### src/cpu_regs_pkg.sv
// Shared constants and types for the processor pointer and flag registers.
// Assumes a single 200 MHz clock and an APB master for software access.
package cpu_regs_pkg;

    localparam logic [7:0] off_accum = 8'h00;
    localparam logic [7:0] off_index = 8'h04;
    localparam logic [7:0] off_stack = 8'h08;
    localparam logic [7:0] off_pc = 8'h0C;
    localparam logic [7:0] off_flags = 8'h10;
    localparam logic [7:0] off_status = 8'h14;

    localparam int flag_v_pos = 7;
    localparam int flag_one6_pos = 6;
    localparam int flag_one5_pos = 5;
    localparam int flag_h_pos = 4;
    localparam int flag_i_pos = 3;
    localparam int flag_n_pos = 2;
    localparam int flag_z_pos = 1;
    localparam int flag_c_pos = 0;

    localparam logic [7:0] idx_hi_reset = 8'h00;
    localparam logic [15:0] stack_reset = 16'h00FF;
    localparam logic [7:0] stack_low_reset = 8'hFF;
    localparam logic [7:0] flags_reset = 8'h68;
    localparam logic [7:0] flags_fixed_ones = 8'h60;

    typedef enum logic [4:0] {
        op_nop = 5'h00,
        op_load_x = 5'h01,
        op_load_hx = 5'h02,
        op_clr_x = 5'h03,
        op_inc_x = 5'h04,
        op_dec_x = 5'h05,
        op_com_x = 5'h06,
        op_neg_x = 5'h07,
        op_lsl_x = 5'h08,
        op_lsr_x = 5'h09,
        op_asr_x = 5'h0A,
        op_rol_x = 5'h0B,
        op_ror_x = 5'h0C,
        op_tax = 5'h0D,
        op_txa = 5'h0E,
        op_add = 5'h0F,
        op_adc = 5'h10,
        op_sub = 5'h11,
        op_decimal_adjust = 5'h12,
        op_add_imm_to_stack = 5'h13,
        op_stack_low_reset = 5'h14,
        op_load_sp = 5'h15,
        op_push = 5'h16,
        op_pull = 5'h17,
        op_change_flow = 5'h18,
        op_branch = 5'h19,
        op_clear_mask = 5'h1A,
        op_set_mask = 5'h1B,
        op_tap = 5'h1C,
        op_int_entry = 5'h1D,
        op_load_a = 5'h1E,
        op_set_carry = 5'h1F
    } op_code_t;

    typedef struct packed {
        logic v;
        logic one6;
        logic one5;
        logic h;
        logic i;
        logic n;
        logic z;
        logic c;
    } flags_t;

    typedef struct packed {
        logic valid;
        op_code_t code;
        logic [15:0] data;
        logic [7:0] imm;
    } op_req_t;

    typedef struct packed {
        logic [7:0] acc;
        logic [7:0] idx_hi;
        logic [7:0] idx_lo;
        logic [15:0] sp;
        logic [15:0] pc;
        flags_t flags;
        logic inhibit;
        logic [31:0] rdata;
        logic slverr;
    } regs_state_t;

endpackage

### src/cpu_pointer_and_flag_regs.sv
// Processor accumulator, index pair, stack pointer, program counter and
// condition flags, with an operation port from the instruction datapath.
// Assumes the datapath presents at most one operation per clock and that
// memory supplies the reset vector on the reset_vector input.
//
// The APB register port and the placing of the registers were chosen for this implementation.
`timescale 1ns/1ps

////////////////////////////////////////////////////////////////////////////////

// Functional notes
// - Index high and low bytes combine into one 16-bit pointer, high first.
// - Indexed accesses use the full pair; legacy ops touch only the low byte.
// - Low index byte supports clear, inc, dec, com, neg, shifts, A transfers.
// - Reset forces the high index byte to zero; low byte keeps its value.
// - Stack pointer always addresses the next free stack location.
// - Add-immediate-to-stack sign-extends an 8-bit value and adds it.
// - Reset loads the stack pointer with 0x00FF.
// - Stack low reset op changes only the low byte of the stack pointer.
// - Program counter advances by one for every fetched byte.
// - Jumps, branches, interrupts and returns load a non-sequential address.
// - Leaving reset, program counter takes the vector from the top two bytes.
// - Flag bits 6 and 5 always read one and ignore writes.
// - Overflow flag bit 7 follows two's complement overflow.
// - Half-carry bit 4 records carry from bit 3 into bit 4 on adds.
// - Decimal adjust corrects a BCD add result using half-carry and carry.
// - Mask bit 3 blocks maskable interrupts when one.
// - Interrupt entry sets the mask after stacking, before the handler runs.
// - After an op clears the mask, the next boundary accepts no interrupt.
// - Negative flag copies the top bit of results and loaded values.
// - Zero flag is set when a result or loaded value is all zero.
// - Carry flag bit 0 follows add carry, subtract borrow, shifts and tests.
// - Accumulator keeps its contents across reset.
module cpu_pointer_and_flag_regs
    import cpu_regs_pkg::*;
(
    input wire logic clk,
    input wire logic reset_n,

    input wire logic psel,
    input wire logic penable,
    input wire logic pwrite,
    input wire logic [7:0] paddr,
    input wire logic [31:0] pwdata,
    output logic [31:0] prdata,
    output logic pready,
    output logic pslverr,

    input wire op_req_t op_req,
    input wire logic fetch_strobe,
    input wire logic [15:0] reset_vector,

    input wire logic insn_boundary,
    input wire logic irq_request,
    output logic irq_accept,

    output logic [15:0] index_ptr,
    output logic [15:0] stack_ptr,
    output logic [15:0] program_counter,
    output logic [7:0] condition_flags,
    output logic [7:0] accumulator
);

    regs_state_t state_ff;
    regs_state_t nxt_state;

    ////////////////////////////////////////////////////////////////////////////////

    // Sets N and Z from an 8-bit value.
    function automatic flags_t nz8(input flags_t f, input logic [7:0] val);
        flags_t r;

        r = f;
        r.n = val[7];
        r.z = (val == 8'h00);
        return r;
    endfunction

    // Adds or subtracts with carry in; result in [8:1], updated flags in [16:9].
    function automatic logic [16:0] alu_add(input logic [7:0] a, input logic [7:0] b,
                                           input logic cin, input logic sub,
                                           input flags_t f);
        logic [8:0] sum;
        logic [4:0] low;
        logic [7:0] bb;
        flags_t r;

        bb = sub ? ~b : b;
        sum = {1'b0, a} + {1'b0, bb} + {8'h00, cin ^ sub};
        low = {1'b0, a[3:0]} + {1'b0, bb[3:0]} + {4'h0, cin ^ sub};
        r = nz8(f, sum[7:0]);
        r.v = (a[7] == bb[7]) && (sum[7] != a[7]);
        if (!sub) begin
            r.h = low[4];
        end
        r.c = sub ? ~sum[8] : sum[8];

        return {r, sum[7:0], 1'b0};
    endfunction

    ////////////////////////////////////////////////////////////////////////////////

    always_comb begin
        logic [16:0] alu;
        logic [7:0] corr;
        logic [7:0] tmp;
        flags_t f;

        alu = '0;
        corr = 8'h00;
        tmp = 8'h00;
        nxt_state = state_ff;
        f = state_ff.flags;

        if (fetch_strobe) begin
            nxt_state.pc = state_ff.pc + 16'h0001;
        end

        // The inhibit lasts only across the first boundary after the clear.
        // Dropped ahead of the operations, so a clear in this cycle re-arms it.
        if (insn_boundary && state_ff.inhibit) begin
            nxt_state.inhibit = 1'b0;
        end

        if (op_req.valid) begin
            case (op_req.code)
                op_load_x: begin
                    nxt_state.idx_lo = op_req.data[7:0];
                    f = nz8(f, op_req.data[7:0]);
                    f.v = 1'b0;
                end

                op_load_hx: begin
                    nxt_state.idx_hi = op_req.data[15:8];
                    nxt_state.idx_lo = op_req.data[7:0];
                    f.n = op_req.data[15];
                    f.z = (op_req.data == 16'h0000);
                    f.v = 1'b0;
                end

                op_load_a: begin
                    nxt_state.acc = op_req.data[7:0];
                    f = nz8(f, op_req.data[7:0]);
                    f.v = 1'b0;
                end

                op_clr_x: begin
                    nxt_state.idx_lo = 8'h00;
                    f = nz8(f, 8'h00);
                    f.v = 1'b0;
                end

                op_inc_x: begin
                    tmp = state_ff.idx_lo + 8'h01;
                    nxt_state.idx_lo = tmp;
                    f = nz8(f, tmp);
                    f.v = (tmp == 8'h80);
                end

                op_dec_x: begin
                    tmp = state_ff.idx_lo - 8'h01;
                    nxt_state.idx_lo = tmp;
                    f = nz8(f, tmp);
                    f.v = (tmp == 8'h7F);
                end

                op_com_x: begin
                    tmp = ~state_ff.idx_lo;
                    nxt_state.idx_lo = tmp;
                    f = nz8(f, tmp);
                    f.v = 1'b0;
                    f.c = 1'b1;
                end

                op_neg_x: begin
                    tmp = 8'h00 - state_ff.idx_lo;
                    nxt_state.idx_lo = tmp;
                    f = nz8(f, tmp);
                    f.v = (tmp == 8'h80);
                    f.c = (tmp != 8'h00);
                end

                op_lsl_x, op_lsr_x, op_asr_x, op_rol_x, op_ror_x: begin
                    case (op_req.code)
                        op_lsl_x: tmp = {state_ff.idx_lo[6:0], 1'b0};
                        op_lsr_x: tmp = {1'b0, state_ff.idx_lo[7:1]};
                        op_asr_x: tmp = {state_ff.idx_lo[7], state_ff.idx_lo[7:1]};
                        op_rol_x: tmp = {state_ff.idx_lo[6:0], state_ff.flags.c};
                        op_ror_x: tmp = {state_ff.flags.c, state_ff.idx_lo[7:1]};
                        default: tmp = state_ff.idx_lo;
                    endcase

                    nxt_state.idx_lo = tmp;
                    f = nz8(f, tmp);
                    // Left shifts push bit 7 into carry, right shifts bit 0.
                    if (op_req.code == op_lsl_x || op_req.code == op_rol_x) begin
                        f.c = state_ff.idx_lo[7];
                    end else begin
                        f.c = state_ff.idx_lo[0];
                    end
                    f.v = f.n ^ f.c;
                end

                op_tax: begin
                    nxt_state.idx_lo = state_ff.acc;
                end

                op_txa: begin
                    nxt_state.acc = state_ff.idx_lo;
                end

                op_add, op_adc, op_sub: begin
                    alu = alu_add(state_ff.acc, op_req.data[7:0],
                                  (op_req.code == op_adc) & state_ff.flags.c,
                                  op_req.code == op_sub, f);
                    nxt_state.acc = alu[8:1];
                    f = flags_t'(alu[16:9]);
                end

                op_decimal_adjust: begin
                    // Low digit is corrected on half-carry or a digit above nine.
                    if (state_ff.flags.h || (state_ff.acc[3:0] > 4'h9)) begin
                        corr[3:0] = 4'h6;
                    end
                    // High digit is corrected on carry or a value above 0x99.
                    if (state_ff.flags.c || (state_ff.acc > 8'h99)) begin
                        corr[7:4] = 4'h6;
                    end

                    tmp = state_ff.acc + corr;
                    nxt_state.acc = tmp;
                    f = nz8(f, tmp);
                    f.c = state_ff.flags.c | (corr[7:4] != 4'h0);
                end

                op_add_imm_to_stack: begin
                    nxt_state.sp = state_ff.sp + {{8{op_req.imm[7]}}, op_req.imm};
                end

                op_stack_low_reset: begin
                    nxt_state.sp = {state_ff.sp[15:8], stack_low_reset};
                end

                op_load_sp: begin
                    nxt_state.sp = op_req.data;
                end

                op_push: begin
                    // The pointer is left on the next free byte below the one written.
                    nxt_state.sp = state_ff.sp - 16'h0001;
                end

                op_pull: begin
                    nxt_state.sp = state_ff.sp + 16'h0001;
                end

                op_change_flow: begin
                    nxt_state.pc = op_req.data;
                end

                op_branch: begin
                    // Offset is from the PC before this cycle's fetch step.
                    nxt_state.pc = state_ff.pc + {{8{op_req.imm[7]}}, op_req.imm};
                end

                op_clear_mask: begin
                    f.i = 1'b0;
                    nxt_state.inhibit = state_ff.flags.i;
                end

                op_set_mask: begin
                    f.i = 1'b1;
                end

                op_tap: begin
                    // Copying A may clear I, which arms the hold-off.
                    f = flags_t'(state_ff.acc | flags_fixed_ones);
                    nxt_state.inhibit = state_ff.flags.i & ~state_ff.acc[flag_i_pos];
                end

                op_int_entry: begin
                    // Issued once stacking is done, before the handler's first fetch.
                    f.i = 1'b1;
                    nxt_state.pc = op_req.data;
                end

                op_set_carry: begin
                    f.c = op_req.imm[0];
                end

                default: begin
                end
            endcase
        end

        // Software writes land in the access phase and override the datapath.
        if (psel && penable && pwrite) begin
            case (paddr)
                off_accum: nxt_state.acc = pwdata[7:0];

                off_index: begin
                    nxt_state.idx_hi = pwdata[15:8];
                    nxt_state.idx_lo = pwdata[7:0];
                end

                off_stack: nxt_state.sp = pwdata[15:0];

                off_pc: nxt_state.pc = pwdata[15:0];

                off_flags: f = flags_t'(pwdata[7:0]);

                default: begin
                end
            endcase
        end

        f.one6 = 1'b1;
        f.one5 = 1'b1;
        nxt_state.flags = f;

        // Read data is captured in the setup phase so it comes from a flop.
        nxt_state.rdata = 32'h0000_0000;
        nxt_state.slverr = 1'b0;

        if (psel && !penable) begin
            case (paddr)
                off_accum: nxt_state.rdata = {24'h000000, state_ff.acc};
                off_index: nxt_state.rdata = {16'h0000, state_ff.idx_hi, state_ff.idx_lo};
                off_stack: nxt_state.rdata = {16'h0000, state_ff.sp};
                off_pc: nxt_state.rdata = {16'h0000, state_ff.pc};
                off_flags: nxt_state.rdata = {24'h000000, state_ff.flags};
                off_status: nxt_state.rdata = {31'h0000_0000, state_ff.inhibit};
                default: nxt_state.slverr = 1'b1;
            endcase
        end
    end

    ////////////////////////////////////////////////////////////////////////////////

    // The accumulator and low index byte are left out of reset on purpose.
    always_ff @(posedge clk) begin
        if (!reset_n) begin
            state_ff.idx_hi <= idx_hi_reset;
            state_ff.sp <= stack_reset;
            // Memory presents the vector while reset is held.
            state_ff.pc <= reset_vector;
            state_ff.flags <= flags_t'(flags_reset);
            state_ff.inhibit <= 1'b0;
            state_ff.rdata <= 32'h0000_0000;
            state_ff.slverr <= 1'b0;
        end else begin
            state_ff <= nxt_state;
        end
    end

    ////////////////////////////////////////////////////////////////////////////////

    // No wait states: every access ends in its first access cycle.
    assign pready = 1'b1;
    assign prdata = state_ff.rdata;
    // The error only shows while the access phase stands.
    assign pslverr = state_ff.slverr & psel & penable;

    assign index_ptr = {state_ff.idx_hi, state_ff.idx_lo};
    assign stack_ptr = state_ff.sp;
    assign program_counter = state_ff.pc;
    assign condition_flags = state_ff.flags;
    assign accumulator = state_ff.acc;

    assign irq_accept = irq_request & insn_boundary & ~state_ff.flags.i
                      & ~state_ff.inhibit;

endmodule

### config.mk
export PLATFORM = sky130hd
export DESIGN_NAME = cpu_pointer_and_flag_regs
export DESIGN_NICKNAME = d
export VERILOG_FILES = /design/src/cpu_regs_pkg.sv /design/src/cpu_pointer_and_flag_regs.sv
export SDC_FILE = /design/constraint.sdc
export NUM_CORES = 1
export LEC_CHECK = 0
export BUFFER_PORTS_ARGS = -buffer_cell sky130_fd_sc_hd__buf_2
export CORE_MARGIN = 2
export CORE_UTILIZATION = 30
export DETAILED_ROUTE_END_ITERATION = 12
export MAX_ROUTING_LAYER = met4
export SLEW_MARGIN = 30
export SYNTH_ARGS = -nofsm -noshare
export SYNTH_HDL_FRONTEND = slang
export SYNTH_SLANG_ARGS = --single-unit
### constraint.sdc
create_clock -name clk -period 9.5 [get_ports clk]
set_input_delay 1.425 -clock clk [delete_from_list [all_inputs] [get_ports clk]]
set_output_delay 1.425 -clock clk [all_outputs]
set_load 0.02 [all_outputs]
==> metrics.log <==
[metrics] status: finished clean
[metrics] summed instance area of the synthesized netlist: 9130 µm²
[metrics] site row count: 63
[metrics] Clk pin slew, worst setup/hold paths: 70 ps
[metrics] I/O pin cnt: 193
[metrics] number of optimization iterations in the first detailed-route pass: 6
[metrics] layout overhead on the synthesized area: 8.65%
[metrics] core area: 29800 µm²
[metrics] Gate Count Post-Synth: 1207
[metrics] Mapped Avg Cell Area: 7.56 µm²
[metrics] total number of vias: 9598
[metrics] effective utilization at floorplan: 30.6%
[metrics] Yosys cell types: 78
[metrics] Fillers: 3240
[metrics] clock tree from TritonCTS: yes
[metrics] combinational fraction of design power: 35.3%
[metrics] global-route wire length before repair: 54.5 mm
[metrics] cell at the root of the clock tree: clkbuf_16
[metrics] Final HPWL DP: 27.6 mm
[metrics] Die Footprint: 31800 µm²
[metrics] required time of the critical path: 9750 ps
[metrics] critical path capture point type: register
[metrics] Total Wirelength: 36.9 mm
[metrics] clock share of power: 30.3%
[metrics] unrepaired setup endpoints after global routing: no
[metrics] final critical delay including setup and external delays: 5250 ps
[metrics] TritonCTS Buffers: 9
[metrics] top cell type's share of synthesized area: 14.0%
[metrics] Max Root-Sink Buffers: 2
[metrics] number of global-route vias before repair: 8637
[metrics] static leakage: 4.13 nW
[metrics] most used standard cell by instance count after synthesis: nand2_1
[metrics] PostCTS Resize Cnt: 0
[metrics] final period utilization: 55.3%
[metrics] Async S/R FF share, synth: 0%
[metrics] Reg2Reg Launch Point: accumulator[0]
[metrics] complex-gate fraction of the synthesized area: 27.2%
[metrics] adder and majority cell fraction of the synthesized area: 7.54%
[metrics] length in cells of the worst reg-to-reg path: 8
[metrics] multiplexer area fraction after synthesis: 5.61%
[metrics] Remaining Overflow, GRT: 0
[metrics] Hold Crit Start: index_ptr[15]
[metrics] final-report max-slew violation count: 0
[metrics] predominant post-synthesis flop cell: dfxtp_1
[metrics] iteration-0 DRC count of the detailed router: 1115
[metrics] type of the worst min-delay path: register to register
[metrics] number of buffers inserted by hold repair at cts: 0
[metrics] Max IR drop VDD: 0.0899 mV
[metrics] maximum fanout along the worst path: 25
[metrics] proportion of synthesized chip area in sequential cells: 19.3%
[metrics] worst hold stages: 2
[metrics] Worst Slack Setup Final: 4250 ps
[metrics] largest net degree at the start of global routing: 53
[metrics] proportion of total power due to net switching: 40.2%
[metrics] synthesized-area fraction occupied by xor and xnor cells: 6.89%
[metrics] cell internal power dissipation: 0.000748 W
[metrics] final routed DRC violation total: 0
[metrics] number of antenna violations at the first check in global routing: 4
[metrics] power density over the cells: 126 nW/µm²
[metrics] dpl cell area: 9600 µm²
[metrics] Layout Nets: 1389
[metrics] later-pin clock latency in the skew report: 370 ps
[metrics] final number of hold-violating endpoints: 0
[metrics] synthesis warning total: 0
[metrics] final estimated routing congestion in global placement: 0.967
[metrics] fraction of layout instances using a drive strength above 1: 17.9%
[metrics] sort of element at the start of the critical path: input pin
[metrics] routed wire length per instance: 22.5 µm
[metrics] Sinks on Clock Net: 80
[metrics] top cell type by total area after synthesis: dfxtp_1
[metrics] top achievable clock speed: 190 MHz
[metrics] width of the die: 178 µm
[metrics] antenna violation net count after detailed routing: 0
[metrics] die height: 178 µm
[metrics] ranking of synthesized cells by area: dfxtp_1, buf_4, ha_1, edfxtp_1, nand2_1
[metrics] count of input and output buffers: 157
[metrics] worst slack at placement: 3990 ps
[metrics] Util after Layout: 33.3%
[metrics] H-tree depth: 3
[metrics] setup tns final: 0 ps
[metrics] data arrival time of the worst path: 5500 ps
[metrics] Post-Layout Inst Area: 9920 µm²
[metrics] Slew HR: 34.0%
[metrics] combined global-route utilization of all metal layers: 23.4%
[metrics] Post-Place Cells: 1622
[metrics] crit path launch: op_req[28]
[metrics] Critical Setup Path Class: input pin to register
[metrics] number of max-cap violations: 0
[metrics] count of state elements after synthesis: 80
[metrics] P_sw: 0.000502 W
[metrics] final setup skew: 8.33 ps
[metrics] leading post-synthesis cells by instance count: nand2_1, nor2_1, buf_4, o21ai_0, a21oi_1
[metrics] total setup buffers inserted after CTS: 0
[metrics] count of flip-flops with a built-in enable after synthesis: 16
[metrics] number of failing setup endpoints in the final timing report: 0
[metrics] number of standard cells in the layout, taps in and fillers out: 1642
[metrics] vias per std cell: 5.85
[metrics] main combinational cell family by area after synthesis: compound AO/OA/AOI/OAI gates
[metrics] slew at the pin closest to its max-slew limit: 982 ps
[metrics] Synth Area in Simple Gates: 21.8%
[metrics] sequential group share of total power: 34.4%
==> placed cells by master, fill, tap and decap left out, types with 15 or more instances in the layout <==
cell	Yosys	routed
a21o_1	24	24
a21oi_1	71	71
a221oi_1	21	21
a222oi_1	16	16
a22oi_1	23	23
buf_2	7	157
conb_1	2	19
dfxtp_1	64	64
edfxtp_1	16	16
ha_1	47	47
inv_1	17	17
mux2_2	21	21
mux2i_1	23	23
nand2_1	116	116
nand2b_1	16	16
nand3_1	45	45
nand4_1	15	15
nor2_1	108	108
nor3_1	32	31
o211ai_1	19	19
o21ai_0	80	80
xnor2_1	39	39
xor2_1	31	31
==> final timing paths <==
path	to	slack [ps]
hold / removal	prdata[15]	540
setup reg to reg	condition_flags[1]	6170
setup / recovery	stack_ptr[13]	4250
hold reg to reg	prdata[15]	540
==> routing by layer <==
| metal | wire (µm) | vias up | GRT usage [%] | share of wire, % |
|---|---|---|---|---|
| li1 | - | 4476 | - | - |
| met1 | 16600 | 4588 | 32.5 | 45 |
| met2 | 15700 | 461 | 32.9 | 43 |
| met3 | 3210 | 73 | 4.37 | 8.7 |
| met4 | 1420 | 0 | 9.59 | 3.8 |
| met5 | 0 | - | - | 0 |
==> power groups by stage <==
| stage | clock, W | combinational (W) | sequential [W] |
|---|---|---|---|
| final | 0.000379 | 0.000441 | 0.000429 |
| after global routing | 0.000398 | 0.000483 | 0.000432 |
| after CTS | 0.000384 | 0.000435 | 0.000427 |
| after global placement | 0 | 0.000429 | 0.000435 |
| after detailed placement | 0 | 0.000433 | 0.000435 |
| after floorplan | 0 | 0.000348 | 0.000397 |
==> worst max-delay path, cell delays in order <==
cell and delay (ps):
buf_2 360, nor2b_1 290, nand3_1 280, nor2_1 420
a21o_1 390, ha_1 370, and3_1 220, and3_1 190
a21o_1 170, o41ai_1 600, o21ai_1 150, xor2_1 170
a222oi_1 340, a21oi_1 110
==> per-stage QoR <==
stage | total power, W | hold WS, ps
after floorplan | 0.000745 | 492
after global placement | 0.000863 | 531
after detailed placement | 0.000867 | 531
after CTS | 0.00125 | 546
after global routing | 0.00131 | 586
final | 0.00125 | 537
==> cell type report <==
cell class | instances | area, µm² | area share [%]
clock inverter | 7 | 78.8 | 0.795
antenna | 4 | 10.0 | 0.101
timing repair buffer | 171 | 891 | 8.98
multi-input combinational | 963 | 6400 | 64.5
sequential | 80 | 1760 | 17.8
inverter | 18 | 67.6 | 0.681
tap | 390 | 488 | 4.92
clock buffer | 9 | 225 | 2.27
==> kinds of logic (layout without fill, tap and decap cells) <==
family          Yosys count  after routing
simple gates            411            411
compound gates          364            364
buf+inv                 181            205
flops                    80             80
xor+xnor                 71             71
fa+ha+maj                52             52
mux                      46             46
other cells               2             23
==> flip-flops by register name (all words and copies together), names as in the netlist <==
signal and flops:
state_ff 2, condition_flags 6, index_ptr 16, accumulator 8, program_counter 16, prdata 16, stack_ptr 16
(Power assumes the default switching activity.)
